[src/timer_pkg.sv]
// shared constants for the dual counter/timer block
package timer_pkg;
  // register offsets
  localparam logic [7:0] ADDR_CONTROL = 8'h88;
  localparam logic [7:0] ADDR_MODE = 8'h89;
  localparam logic [7:0] ADDR_COUNT_LOW_ZERO = 8'h8A;
  localparam logic [7:0] ADDR_COUNT_LOW_ONE = 8'h8B;
  localparam logic [7:0] ADDR_COUNT_HIGH_ZERO = 8'h8C;
  localparam logic [7:0] ADDR_COUNT_HIGH_ONE = 8'h8D;
  localparam logic [7:0] ADDR_TICK_DIV = 8'h8E;
  // control register fields
  localparam int CTL_OVF_ONE = 7;
  localparam int CTL_RUN_ONE = 6;
  localparam int CTL_OVF_ZERO = 5;
  localparam int CTL_RUN_ZERO = 4;
  localparam int CTL_IRQ_FLAG_ONE = 3;
  localparam int CTL_IRQ_TYPE_ONE = 2;
  localparam int CTL_IRQ_FLAG_ZERO = 1;
  localparam int CTL_IRQ_TYPE_ZERO = 0;
  // mode register fields
  localparam int MODE_GATE_ONE = 7;
  localparam int MODE_SRC_ONE = 6;
  localparam int MODE_FIELD_ONE_HI = 5;
  localparam int MODE_FIELD_ONE_LO = 4;
  localparam int MODE_GATE_ZERO = 3;
  localparam int MODE_SRC_ZERO = 2;
  localparam int MODE_FIELD_ZERO_HI = 1;
  localparam int MODE_FIELD_ZERO_LO = 0;
  // tick divider select fields and writable mask
  localparam int TDIV_FOUR = 6;
  localparam int TDIV_TWO = 5;
  localparam int TDIV_ONE = 4;
  localparam int TDIV_ZERO = 3;
  localparam logic [7:0] TDIV_MASK = 8'h78;
  // mode encodings
  localparam logic [1:0] MODE_13BIT = 2'h0;
  localparam logic [1:0] MODE_16BIT = 2'h1;
  localparam logic [1:0] MODE_RELOAD = 2'h2;
  localparam logic [1:0] MODE_SPLIT = 2'h3;
  // 13-bit low-byte mask and tick divide
  localparam logic [7:0] LOW5_MASK = 8'h1F;
  localparam logic [7:0] BYTE_ONES = 8'hFF;
  localparam int SYS_CLK_MHZ = 100;
  localparam int TICK_DIVIDE = 12;
  localparam logic [3:0] TICK_DIV_LAST = 4'(TICK_DIVIDE - 1);
  // reset values
  localparam logic [7:0] RESET_BYTE = 8'h00;
endpackage

[src/dual_counter_timer.sv]
// two classic counter/timers with gating and external interrupt flags
//
// Added by the designer: the plain strobed port.
`timescale 1ns/1ps
`default_nettype none
module dual_counter_timer (
  // clock and reset
  input wire logic core_clk,
  input wire logic reset_n,
  // register port
  input wire logic [7:0] reg_addr,
  input wire logic [7:0] reg_wdata,
  input wire logic reg_write,
  input wire logic reg_read,
  output logic [7:0] reg_rdata,
  // pins
  input wire logic ext_count_pin_zero,
  input wire logic ext_count_pin_one,
  input wire logic ext_irq_input_zero,
  input wire logic ext_irq_input_one,
  // vector acknowledges from the interrupt controller
  input wire logic vector_timer_zero,
  input wire logic vector_timer_one,
  input wire logic vector_irq_zero,
  input wire logic vector_irq_one,
  // status outputs
  output logic overflow_flag_zero,
  output logic overflow_flag_one,
  output logic ext_irq_flag_zero,
  output logic ext_irq_flag_one,
  output logic baud_overflow_one
);
  typedef struct packed {
    logic [7:0] control;
    logic [7:0] mode;
    logic [7:0] tick_div;
    logic [7:0] count_low_zero;
    logic [7:0] count_high_zero;
    logic [7:0] count_low_one;
    logic [7:0] count_high_one;
    logic [3:0] prescale;
    logic irq_last_zero;
    logic irq_last_one;
    logic [7:0] rdata;
    logic baud_pulse;
  } timer_state_type;

  timer_state_type state;
  timer_state_type next_state;
  logic fall_zero;
  logic fall_one;

  // falling edges on the count pins, two samples each
  timer_count_edge edge_zero (
    .core_clk(core_clk),
    .reset_n(reset_n),
    .pin(ext_count_pin_zero),
    .fall(fall_zero)
  );
  timer_count_edge edge_one (
    .core_clk(core_clk),
    .reset_n(reset_n),
    .pin(ext_count_pin_one),
    .fall(fall_one)
  );

  logic tick12;
  logic [1:0] mode_field_zero;
  logic [1:0] mode_field_one;
  logic split;
  logic inc_zero;
  logic inc_one;
  logic inc_high_split;
  logic en_zero;
  logic en_one;
  logic [12:0] sum13;
  logic [16:0] sum16;
  logic [8:0] sum8;
  logic ovf_zero;
  logic ovf_one_raw;
  logic ovf_split_high;
  logic [7:0] low0;
  logic [7:0] high0;
  logic [7:0] low1;
  logic [7:0] high1;
  logic [7:0] ctl;
  logic irq_fall_zero;
  logic irq_fall_one;

  // tick sources and enables
  always_comb begin
    tick12 = (state.prescale == timer_pkg::TICK_DIV_LAST);
    mode_field_zero = state.mode[timer_pkg::MODE_FIELD_ZERO_HI:
                                 timer_pkg::MODE_FIELD_ZERO_LO];
    mode_field_one = state.mode[timer_pkg::MODE_FIELD_ONE_HI:
                                timer_pkg::MODE_FIELD_ONE_LO];
    split = (mode_field_zero == timer_pkg::MODE_SPLIT);
    // run and gate
    en_zero = state.control[timer_pkg::CTL_RUN_ZERO] &
              (~state.mode[timer_pkg::MODE_GATE_ZERO] |
               ext_irq_input_zero);
    en_one = state.control[timer_pkg::CTL_RUN_ONE] &
             (~state.mode[timer_pkg::MODE_GATE_ONE] |
              ext_irq_input_one);
    // source select
    if (state.mode[timer_pkg::MODE_SRC_ZERO]) begin
      inc_zero = en_zero & fall_zero;
    end else begin
      inc_zero = en_zero & (state.tick_div[timer_pkg::TDIV_ZERO] |
                            tick12);
    end
    if (state.mode[timer_pkg::MODE_SRC_ONE] && !split) begin
      inc_one = en_one & fall_one;
    end else begin
      inc_one = en_one & (state.tick_div[timer_pkg::TDIV_ONE] |
                          tick12);
    end
    // split high byte: run one, tick only, no gate
    inc_high_split = state.control[timer_pkg::CTL_RUN_ONE] &
                     (state.tick_div[timer_pkg::TDIV_ZERO] |
                      tick12);
    if (mode_field_one == timer_pkg::MODE_SPLIT) begin
      inc_one = 1'b0;
    end
  end

  // timer zero counting
  always_comb begin
    low0 = state.count_low_zero;
    high0 = state.count_high_zero;
    ovf_zero = 1'b0;
    ovf_split_high = 1'b0;
    sum13 = 13'({state.count_high_zero,
                 state.count_low_zero[4:0]} + 13'h1);
    sum16 = {1'b0, state.count_high_zero, state.count_low_zero} + 17'h1;
    sum8 = {1'b0, state.count_low_zero} + 9'h1;
    case (mode_field_zero)
      timer_pkg::MODE_13BIT: begin
        if (inc_zero) begin
          high0 = sum13[12:5];
          low0 = {state.count_low_zero[7:5], sum13[4:0]};
          ovf_zero = (sum13 == 13'h0);
        end
      end
      timer_pkg::MODE_16BIT: begin
        if (inc_zero) begin
          {high0, low0} = sum16[15:0];
          ovf_zero = sum16[16];
        end
      end
      timer_pkg::MODE_RELOAD: begin
        if (inc_zero) begin
          ovf_zero = sum8[8];
          low0 = sum8[8] ? state.count_high_zero : sum8[7:0];
        end
      end
      timer_pkg::MODE_SPLIT: begin
        if (inc_zero) begin
          low0 = sum8[7:0];
          ovf_zero = sum8[8];
        end
        if (inc_high_split) begin
          high0 = 8'(state.count_high_zero + 8'h01);
          ovf_split_high = (state.count_high_zero == timer_pkg::BYTE_ONES);
        end
      end
      default: begin
        ovf_zero = 1'b0;
      end
    endcase
  end

  // timer one counting, modes 0 to 2 as timer zero; mode 3 holds
  always_comb begin
    logic [12:0] s13;
    logic [16:0] s16;
    logic [8:0] s8;
    s13 = 13'({state.count_high_one, state.count_low_one[4:0]} + 13'h1);
    s16 = {1'b0, state.count_high_one, state.count_low_one} + 17'h1;
    s8 = {1'b0, state.count_low_one} + 9'h1;
    low1 = state.count_low_one;
    high1 = state.count_high_one;
    ovf_one_raw = 1'b0;
    if (inc_one) begin
      case (mode_field_one)
        timer_pkg::MODE_13BIT: begin
          high1 = s13[12:5];
          low1 = {state.count_low_one[7:5], s13[4:0]};
          ovf_one_raw = (s13 == 13'h0);
        end
        timer_pkg::MODE_16BIT: begin
          {high1, low1} = s16[15:0];
          ovf_one_raw = s16[16];
        end
        timer_pkg::MODE_RELOAD: begin
          ovf_one_raw = s8[8];
          low1 = s8[8] ? state.count_high_one : s8[7:0];
        end
        default: begin
          ovf_one_raw = 1'b0;
        end
      endcase
    end
  end

  // external interrupt edge detection
  assign irq_fall_zero = state.irq_last_zero & ~ext_irq_input_zero;
  assign irq_fall_one = state.irq_last_one & ~ext_irq_input_one;

  // next state: register writes, flags, reads
  always_comb begin
    next_state = state;
    next_state.prescale = tick12 ? 4'h0 : 4'(state.prescale + 4'h1);
    next_state.irq_last_zero = ext_irq_input_zero;
    next_state.irq_last_one = ext_irq_input_one;
    next_state.count_low_zero = low0;
    next_state.count_high_zero = high0;
    next_state.count_low_one = low1;
    next_state.count_high_one = high1;
    next_state.baud_pulse = ovf_one_raw;
    ctl = state.control;
    if (reg_write) begin
      case (reg_addr)
        timer_pkg::ADDR_CONTROL: ctl = reg_wdata;
        timer_pkg::ADDR_MODE: next_state.mode = reg_wdata;
        timer_pkg::ADDR_TICK_DIV: begin
          next_state.tick_div = reg_wdata & timer_pkg::TDIV_MASK;
        end
        timer_pkg::ADDR_COUNT_LOW_ZERO: next_state.count_low_zero = reg_wdata;
        timer_pkg::ADDR_COUNT_HIGH_ZERO: begin
          next_state.count_high_zero = reg_wdata;
        end
        timer_pkg::ADDR_COUNT_LOW_ONE: next_state.count_low_one = reg_wdata;
        timer_pkg::ADDR_COUNT_HIGH_ONE: next_state.count_high_one = reg_wdata;
        default: ctl = state.control;
      endcase
    end
    // vectoring clears overflow and edge flags
    if (vector_timer_zero) ctl[timer_pkg::CTL_OVF_ZERO] = 1'b0;
    if (vector_timer_one) ctl[timer_pkg::CTL_OVF_ONE] = 1'b0;
    if (vector_irq_zero && ctl[timer_pkg::CTL_IRQ_TYPE_ZERO]) begin
      ctl[timer_pkg::CTL_IRQ_FLAG_ZERO] = 1'b0;
    end
    if (vector_irq_one && ctl[timer_pkg::CTL_IRQ_TYPE_ONE]) begin
      ctl[timer_pkg::CTL_IRQ_FLAG_ONE] = 1'b0;
    end
    // hardware sets win over clears
    if (ovf_zero) ctl[timer_pkg::CTL_OVF_ZERO] = 1'b1;
    if (ovf_split_high || (ovf_one_raw && !split)) begin
      ctl[timer_pkg::CTL_OVF_ONE] = 1'b1;
    end
    if (ctl[timer_pkg::CTL_IRQ_TYPE_ZERO]) begin
      if (irq_fall_zero) ctl[timer_pkg::CTL_IRQ_FLAG_ZERO] = 1'b1;
    end else begin
      ctl[timer_pkg::CTL_IRQ_FLAG_ZERO] = ~ext_irq_input_zero;
    end
    if (ctl[timer_pkg::CTL_IRQ_TYPE_ONE]) begin
      if (irq_fall_one) ctl[timer_pkg::CTL_IRQ_FLAG_ONE] = 1'b1;
    end else begin
      ctl[timer_pkg::CTL_IRQ_FLAG_ONE] = ~ext_irq_input_one;
    end
    next_state.control = ctl;
    // read data, one cycle later
    next_state.rdata = timer_pkg::RESET_BYTE;
    if (reg_read) begin
      case (reg_addr)
        timer_pkg::ADDR_CONTROL: next_state.rdata = state.control;
        timer_pkg::ADDR_MODE: next_state.rdata = state.mode;
        timer_pkg::ADDR_TICK_DIV: begin
          next_state.rdata = state.tick_div & timer_pkg::TDIV_MASK;
        end
        timer_pkg::ADDR_COUNT_LOW_ZERO: begin
          next_state.rdata = state.count_low_zero;
        end
        timer_pkg::ADDR_COUNT_HIGH_ZERO: begin
          next_state.rdata = state.count_high_zero;
        end
        timer_pkg::ADDR_COUNT_LOW_ONE: next_state.rdata = state.count_low_one;
        timer_pkg::ADDR_COUNT_HIGH_ONE: begin
          next_state.rdata = state.count_high_one;
        end
        default: next_state.rdata = timer_pkg::RESET_BYTE;
      endcase
    end
  end

  // state register
  always_ff @(posedge core_clk or negedge reset_n) begin
    if (!reset_n) begin
      state <= '0;
      state.irq_last_zero <= 1'b1;
      state.irq_last_one <= 1'b1;
    end else begin
      state <= next_state;
    end
  end

  // outputs straight from flip-flops
  assign reg_rdata = state.rdata;
  assign overflow_flag_zero = state.control[timer_pkg::CTL_OVF_ZERO];
  assign overflow_flag_one = state.control[timer_pkg::CTL_OVF_ONE];
  assign ext_irq_flag_zero = state.control[timer_pkg::CTL_IRQ_FLAG_ZERO];
  assign ext_irq_flag_one = state.control[timer_pkg::CTL_IRQ_FLAG_ONE];
  assign baud_overflow_one = state.baud_pulse;
endmodule
`default_nettype wire

[src/timer_count_edge.sv]
// falling-edge detector for one external count pin
`timescale 1ns/1ps
`default_nettype none
module timer_count_edge (
  // clock and reset
  input wire logic core_clk,
  input wire logic reset_n,
  // pin and result
  input wire logic pin,
  output logic fall
);
  typedef struct packed {
    logic sample;
    logic last;
  } edge_state_type;

  edge_state_type state;
  edge_state_type next_state;

  // pin is synchronous: sample then compare with the previous sample
  always_comb begin
    next_state = state;
    next_state.sample = pin;
    next_state.last = state.sample;
  end

  always_ff @(posedge core_clk or negedge reset_n) begin
    if (!reset_n) begin
      state <= '{sample: 1'b1, last: 1'b1};
    end else begin
      state <= next_state;
    end
  end

  assign fall = state.last & ~state.sample;
endmodule
`default_nettype wire

[config.mk]
export PLATFORM = sky130hd
export DESIGN_NAME = dual_counter_timer
export DESIGN_NICKNAME = d
export VERILOG_FILES = /design/src/timer_pkg.sv /design/src/dual_counter_timer.sv /design/src/timer_count_edge.sv
export SDC_FILE = /design/constraint.sdc
export NUM_CORES = 1
export LEC_CHECK = 0
export ABC_CLOCK_PERIOD_IN_PS = 2250
export BUFFER_PORTS_ARGS = -buffer_cell sky130_fd_sc_hd__buf_2
export CAP_MARGIN = 20
export CORE_ASPECT_RATIO = 1.1
export CORE_MARGIN = 5
export CORE_UTILIZATION = 29
export CTS_CLUSTER_SIZE = 40
export DETAILED_ROUTE_END_ITERATION = 8
export PLACE_DENSITY_LB_ADDON = 0.1
export SETUP_SLACK_MARGIN = 0.05
export SLEW_MARGIN = 20
export SYNTH_ARGS = -nofsm -noshare
export SYNTH_HDL_FRONTEND = slang
export SYNTH_SLANG_ARGS = --single-unit
export TNS_END_PERCENT = 20
[constraint.sdc]
create_clock -name core_clk -period 2.25 [get_ports core_clk]
set_input_delay 0.1125 -clock core_clk [delete_from_list [all_inputs] [get_ports core_clk]]
set_output_delay 0.1125 -clock core_clk [all_outputs]
set_load 0.05 [all_outputs]
== Yosys cells after proc, flatten, opt, wreduce, memory -nomap -nowiden ==
Index checks and enable logic that the tools add are counted.

* Register bits after elaboration: 71
* Bits of input ports: 28
* Word-level logic and storage cells: 137

* $add $sub $neg: 8
* Eq/ne operators: 19
* Multiplexer cells: 46
* Bitwise logic cells: 21
* Reduce and logical (&&, ||, !) cells: 22

{| class="wikitable"
|+ Operator list
! operator !! count
|-
| $mux 8 || 17
|-
| $eq 8x8->1 const B || 8
|-
| $pmux 8 s7 || 1
|-
| $pmux 8 s3 || 2
|-
| $add 16x1->17 const B || 2
|-
| $mux 32 || 1
|-
| $pmux 8 s4 || 1
|-
| $add 13x1->13 const B || 2
|-
| $logic_not 13->1 || 2
|-
| $mux 1 || 19
|-
| $add 8x1->9 const B || 2
|-
| $pmux 8 s2 || 1
|-
| $reduce_and 2->1 || 7
|-
| $reduce_bool 3->1 || 4
|-
| $and 1x1->1 || 11
|-
| $add 8x1->8 const B || 1
|-
| $eq 2x2->1 const B || 4
|-
| $ne 4x1->1 const B || 2
|-
| $ne 4x2->1 const B || 2
|-
| $not 1->1 || 6
|-
| $pmux 1 s3 || 2
|-
| $mux 5 || 1
|-
| $add 4x1->4 const B || 1
|-
| $eq 2x1->1 const B || 2
|-
| 8 further kinds || 15
|}

== Depth between registers and ports, before layout ==
* Word-level depth: 11
* Gate-level depth with buffers: 9
* Gate-level depth less buffers: 7

== Cells and area by module ==
A second synthesis with hierarchy kept.

* Cell total of the unflattened synthesis: 592
* Area, all modules: 5,171.2 sq um

{| class="wikitable"
|+ By module, submodules not included
! module !! times used !! cells each !! area each (sq um)
|-
| dual_counter_timer || 1 || 586 || 5,038.6
|-
| timer_count_edge || 2 || 3 || 66.3
|}

== Worst setup path after synthesis ==
Ideal clock, no wire load.

* Path type: reg-to-reg
* From: register state[11] (netlist name)
* To: register state[33] (netlist name)
* Library setup time: 0.121 ns
* Arrival time: 1.978 ns
* Required time: 2.129 ns
* Setup slack: 0.151 ns
* Cell stages (with the launch flop): 10
* Path buffers: 2
* Period minus slack after synthesis: 2.099 ns
* Cell sequence: dfrtp_1 ha_1 and3b_1 buf_2 or3_1 clkbuf_1 and4_1 xnor2_1 o21ai_0 o22a_1

{| class="wikitable"
|+ RTL lines
! what !! line !! source
|-
| start: declaration || dual_counter_timer.sv:48 || <nowiki>timer_state_type state;</nowiki>
|-
| start signal: assignment || dual_counter_timer.sv:294 || <nowiki>state <= next_state;</nowiki>
|}

==> impl_metrics.toml <==
[logic_synthesis]
synth-warning-count = 0
synth_top_flop_cell = "sky130_fd_sc_hd__dfrtp_1"
synth-edff-count = 0
post_synthesis_instance_area_um2 = 5220
netlist_top_cells_area = "sky130_fd_sc_hd__dfrtp_1, sky130_fd_sc_hd__nor2_1, sky130_fd_sc_hd__o21ai_0, sky130_fd_sc_hd__nand2_1, sky130_fd_sc_hd__nand3_1"
synthDominantCellAreaShare_pct = 31.16
yosysUniqueCellTypes = 66
syn_inst = 626
synth_most_common_cell = "sky130_fd_sc_hd__dfrtp_1"
postSynthAreaPerCell_um2 = 8.339
synth_nets = 660
postSynthRegisterBits = 71
async_flop_share_pct = 100.0
synth_seq_area_share_pct = 34.18
synth_top_cells_by_count = "sky130_fd_sc_hd__dfrtp_1, sky130_fd_sc_hd__nor2_1, sky130_fd_sc_hd__nand2_1, sky130_fd_sc_hd__o21ai_0, sky130_fd_sc_hd__nand3_1"
cell_accounting_for_the_most_synthesized_area = "sky130_fd_sc_hd__dfrtp_1"

[global_route]
gr-usage-met1_pct = 25.92
globalRouteMet2Util_pct = 34.13
overall_routing_resource_usage_pct = 20.21
grt_util_met3_pct = 2.607
antenna_found_initial = 0
first_global_vias = 5275
globalRouteOverflowTotal = 0
grt_start_max_net_pins = 69
grt_busiest_layer = "met2"
first_pass_grt_wire_length_um = 31210

[critical_path]
rr_startpoint = "state[12]"
worst_reg_to_reg_setup_slack_ns = 0.13
cp-endpoint = "state[30]"
crit_path_end_kind = "flop"
timing.setup.critical_path_class = "reg2reg"
crit_path_cell_trace = "ha_2, and3b_2, buf_6, nor3b_4, or3_4, or4_1, a21o_1, a31oi_1"
crit-reg2reg-capture = "state[30]"
crit_path_max_incr_delay_ns = 0.40
critical_path.startpoint = "state[12]"
worstPathMaxFanout = 4
cp_data_arrival_time_ns = 2.38
worst-endpoint-required_ns = 2.51
critical_path_source_type = "flop"
worst_path_max_delay_cell = "sky130_fd_sc_hd__or4_1"
reg2regPathDepth = 8

[die]
initial_core_util_pct = 29.53
design.core.area_um2 = 17680
dieHeight_um = 150.7
chipWidth_um = 137.9
placementRows = 51
design.die.area_um2 = 20790
num_io_pins = 41

[sta]
fin_hold_ws_ns = 0.05015
slew-limit-headroom_pct = 35.15
post-route-period-util_pct = 94.29
final-hold-violation-count = 0
rsz0062_at_grt = "true"
fmaxAchievable_ghz = 0.4714
fin_tns_setup_ns = 0
layout_setup_ws_ns = 0.1285
finalSetupViolations = 0
fin_worst_skew_ns = 0.009973
layout_min_cycle_time_ns = 2.121
final-max-slew-violation-count = 0
max_slew.worst_pin.slew_ns = 0.9728

[clock_network]
clk_root_buffer_cell = "sky130_fd_sc_hd__clkbuf_16"
tritoncts = "built"
numCtsBuffers = 9
clock_tree.buffer_depth = 2
htree_num_levels = 3
clk-insertion-delay-late_ns = 0.34
clkSlewWorstSetupHoldPaths_ns = 0.06
cts.sink_count = 71

[finish]
fill_cells = 1881
design_area_um2 = 6446
syn_to_final_growth_pct = 23.49
multiInputGateArea_um2 = 3142
layout.area.seq_um2 = 1784
finish.net_count = 737
num_antenna_cells = 0
final_layout_size_suffix_gt1_share_pct = 23.87

[place]
port_buffers = 40
dp.final_hpwl_um = 15450
worst_setup_slack_after_placement_ns = 0.06393
gp_congestion = 0.8969
postPlaceCellArea_um2 = 6011

[worst_hold_path]
min-delay-start = "reg_wdata[1]"
hold_path_class = "in2reg"

[power_and_ir_drop]
power.density_nw_per_um2 = 672.1
ir_drop_uv = 395.9
cellLeakagePower_nw = 2.688

[route]
drcViolationCount = 0
drt_pass_1_iters = 6
routed_via_density = 5.632
totalWireLength_um = 20560
detailroute.via_count = 5328
post_detailed_route_wirelength_per_cell_um = 21.74
drt-initial-drc-count = 373
ant_nets = 0

[job]
maximum_capacitance_violations = 0

[outcome]
run_status = "finished, final reports clean"
## area by class of cell
type                            count  share of cell area (%)
Clock inverter                      6                   1.689
Tap cell                          238                   4.620
Multi-Input combinational cell    486                   48.74
Inverter                           14                  0.8152
Sequential cell                    71                   27.68
Timing Repair Buffer              121                   12.91
Clock buffer                       10                   3.552
## power breakdown
group / internal (mW) / switching, mW
combinational: 0.486 / 0.624
clock: 1.08 / 0.583
sequential: 1.39 / 0.163
total: 2.96 / 1.37
## registers in the layout (all words and copies together) (netlist names), 2 cells and up
name and count:
mode_field_zero 2, mode_field_one 2, reg_rdata 8, state 50
## how the worst min path moves through the flow
stage | slack, ns | to | cells past startpoint
6_report | 0.05 | state[16] | 3
3_5_place_dp | 0.22 | edge_zero.next_state[0] | 1
4_1_cts | 0.03 | state[16] | 3
5_1_grt | 0.06 | state[16] | 3
2_1_floorplan | -0.18 | baud_overflow_one | 0
3_3_place_gp | 0.22 | edge_zero.next_state[0] | 1
## per-stage QoR
| stage | utilization, % | cells | power [mW] |
|---|---|---|---|
| 2_1_floorplan | - | 626 | 2.197 |
| 3_3_place_gp | 34.01 | 922 | 2.662 |
| 3_5_place_dp | 34.01 | 922 | 2.668 |
| 4_1_cts | 36.32 | 945 | 4.375 |
| 5_1_grt | 36.47 | 946 | 4.539 |
| 6_report | 36.47 | 946 | 4.332 |
## cell usage in the layout (no fill, tap or decap), drive strengths merged, types with 10 or more instances in the layout
cell type	Yosys	layout
clkbuf	36	10
mux2	16	16
nor2	58	58
nor3	16	16
nand4	19	19
xnor2	16	16
a21oi	28	28
buf	19	114
nand2	55	55
inv	13	13
nor2b	11	11
o21ai	44	44
nand3	37	37
dfrtp	65	65
mux2i	17	17
and3	12	12
a31oi	17	17
## critical path, delay by kind of cell (launching register included)
kind,cells,cell delay (ns)
AO/OA/AOI/OAI,2,0.33
buffers and inverters,1,0.12
flip-flops,1,0.35
AND/OR/NAND/NOR,4,1.06
adder cells (fa/ha/maj),1,0.19
## routing by layer
metal,routed length [um],up-vias
met2,10050,143
li1,-,2480
met5,0,-
met3,787,47
met1,8998,2658
met4,733,0
## kinds of logic after synthesis
group           synth area share [%]
compound gates                 19.97
mux                            8.437
buf+inv                        5.944
fa+ha+maj                      1.438
xor+xnor                       4.195
flops                          34.18
simple gates                   25.84
## what timing repair did
action                     4_1_cts  5_1_grt
hold buffers                     7        0
pin swaps                        0        3
gates resized for setup          1        5
setup endpoints to repair        3       12
setup buffers                    0        1
gates cloned                     0        0
hold endpoints to repair        71        0
Note: power is estimated with default switching activity, not from simulation.
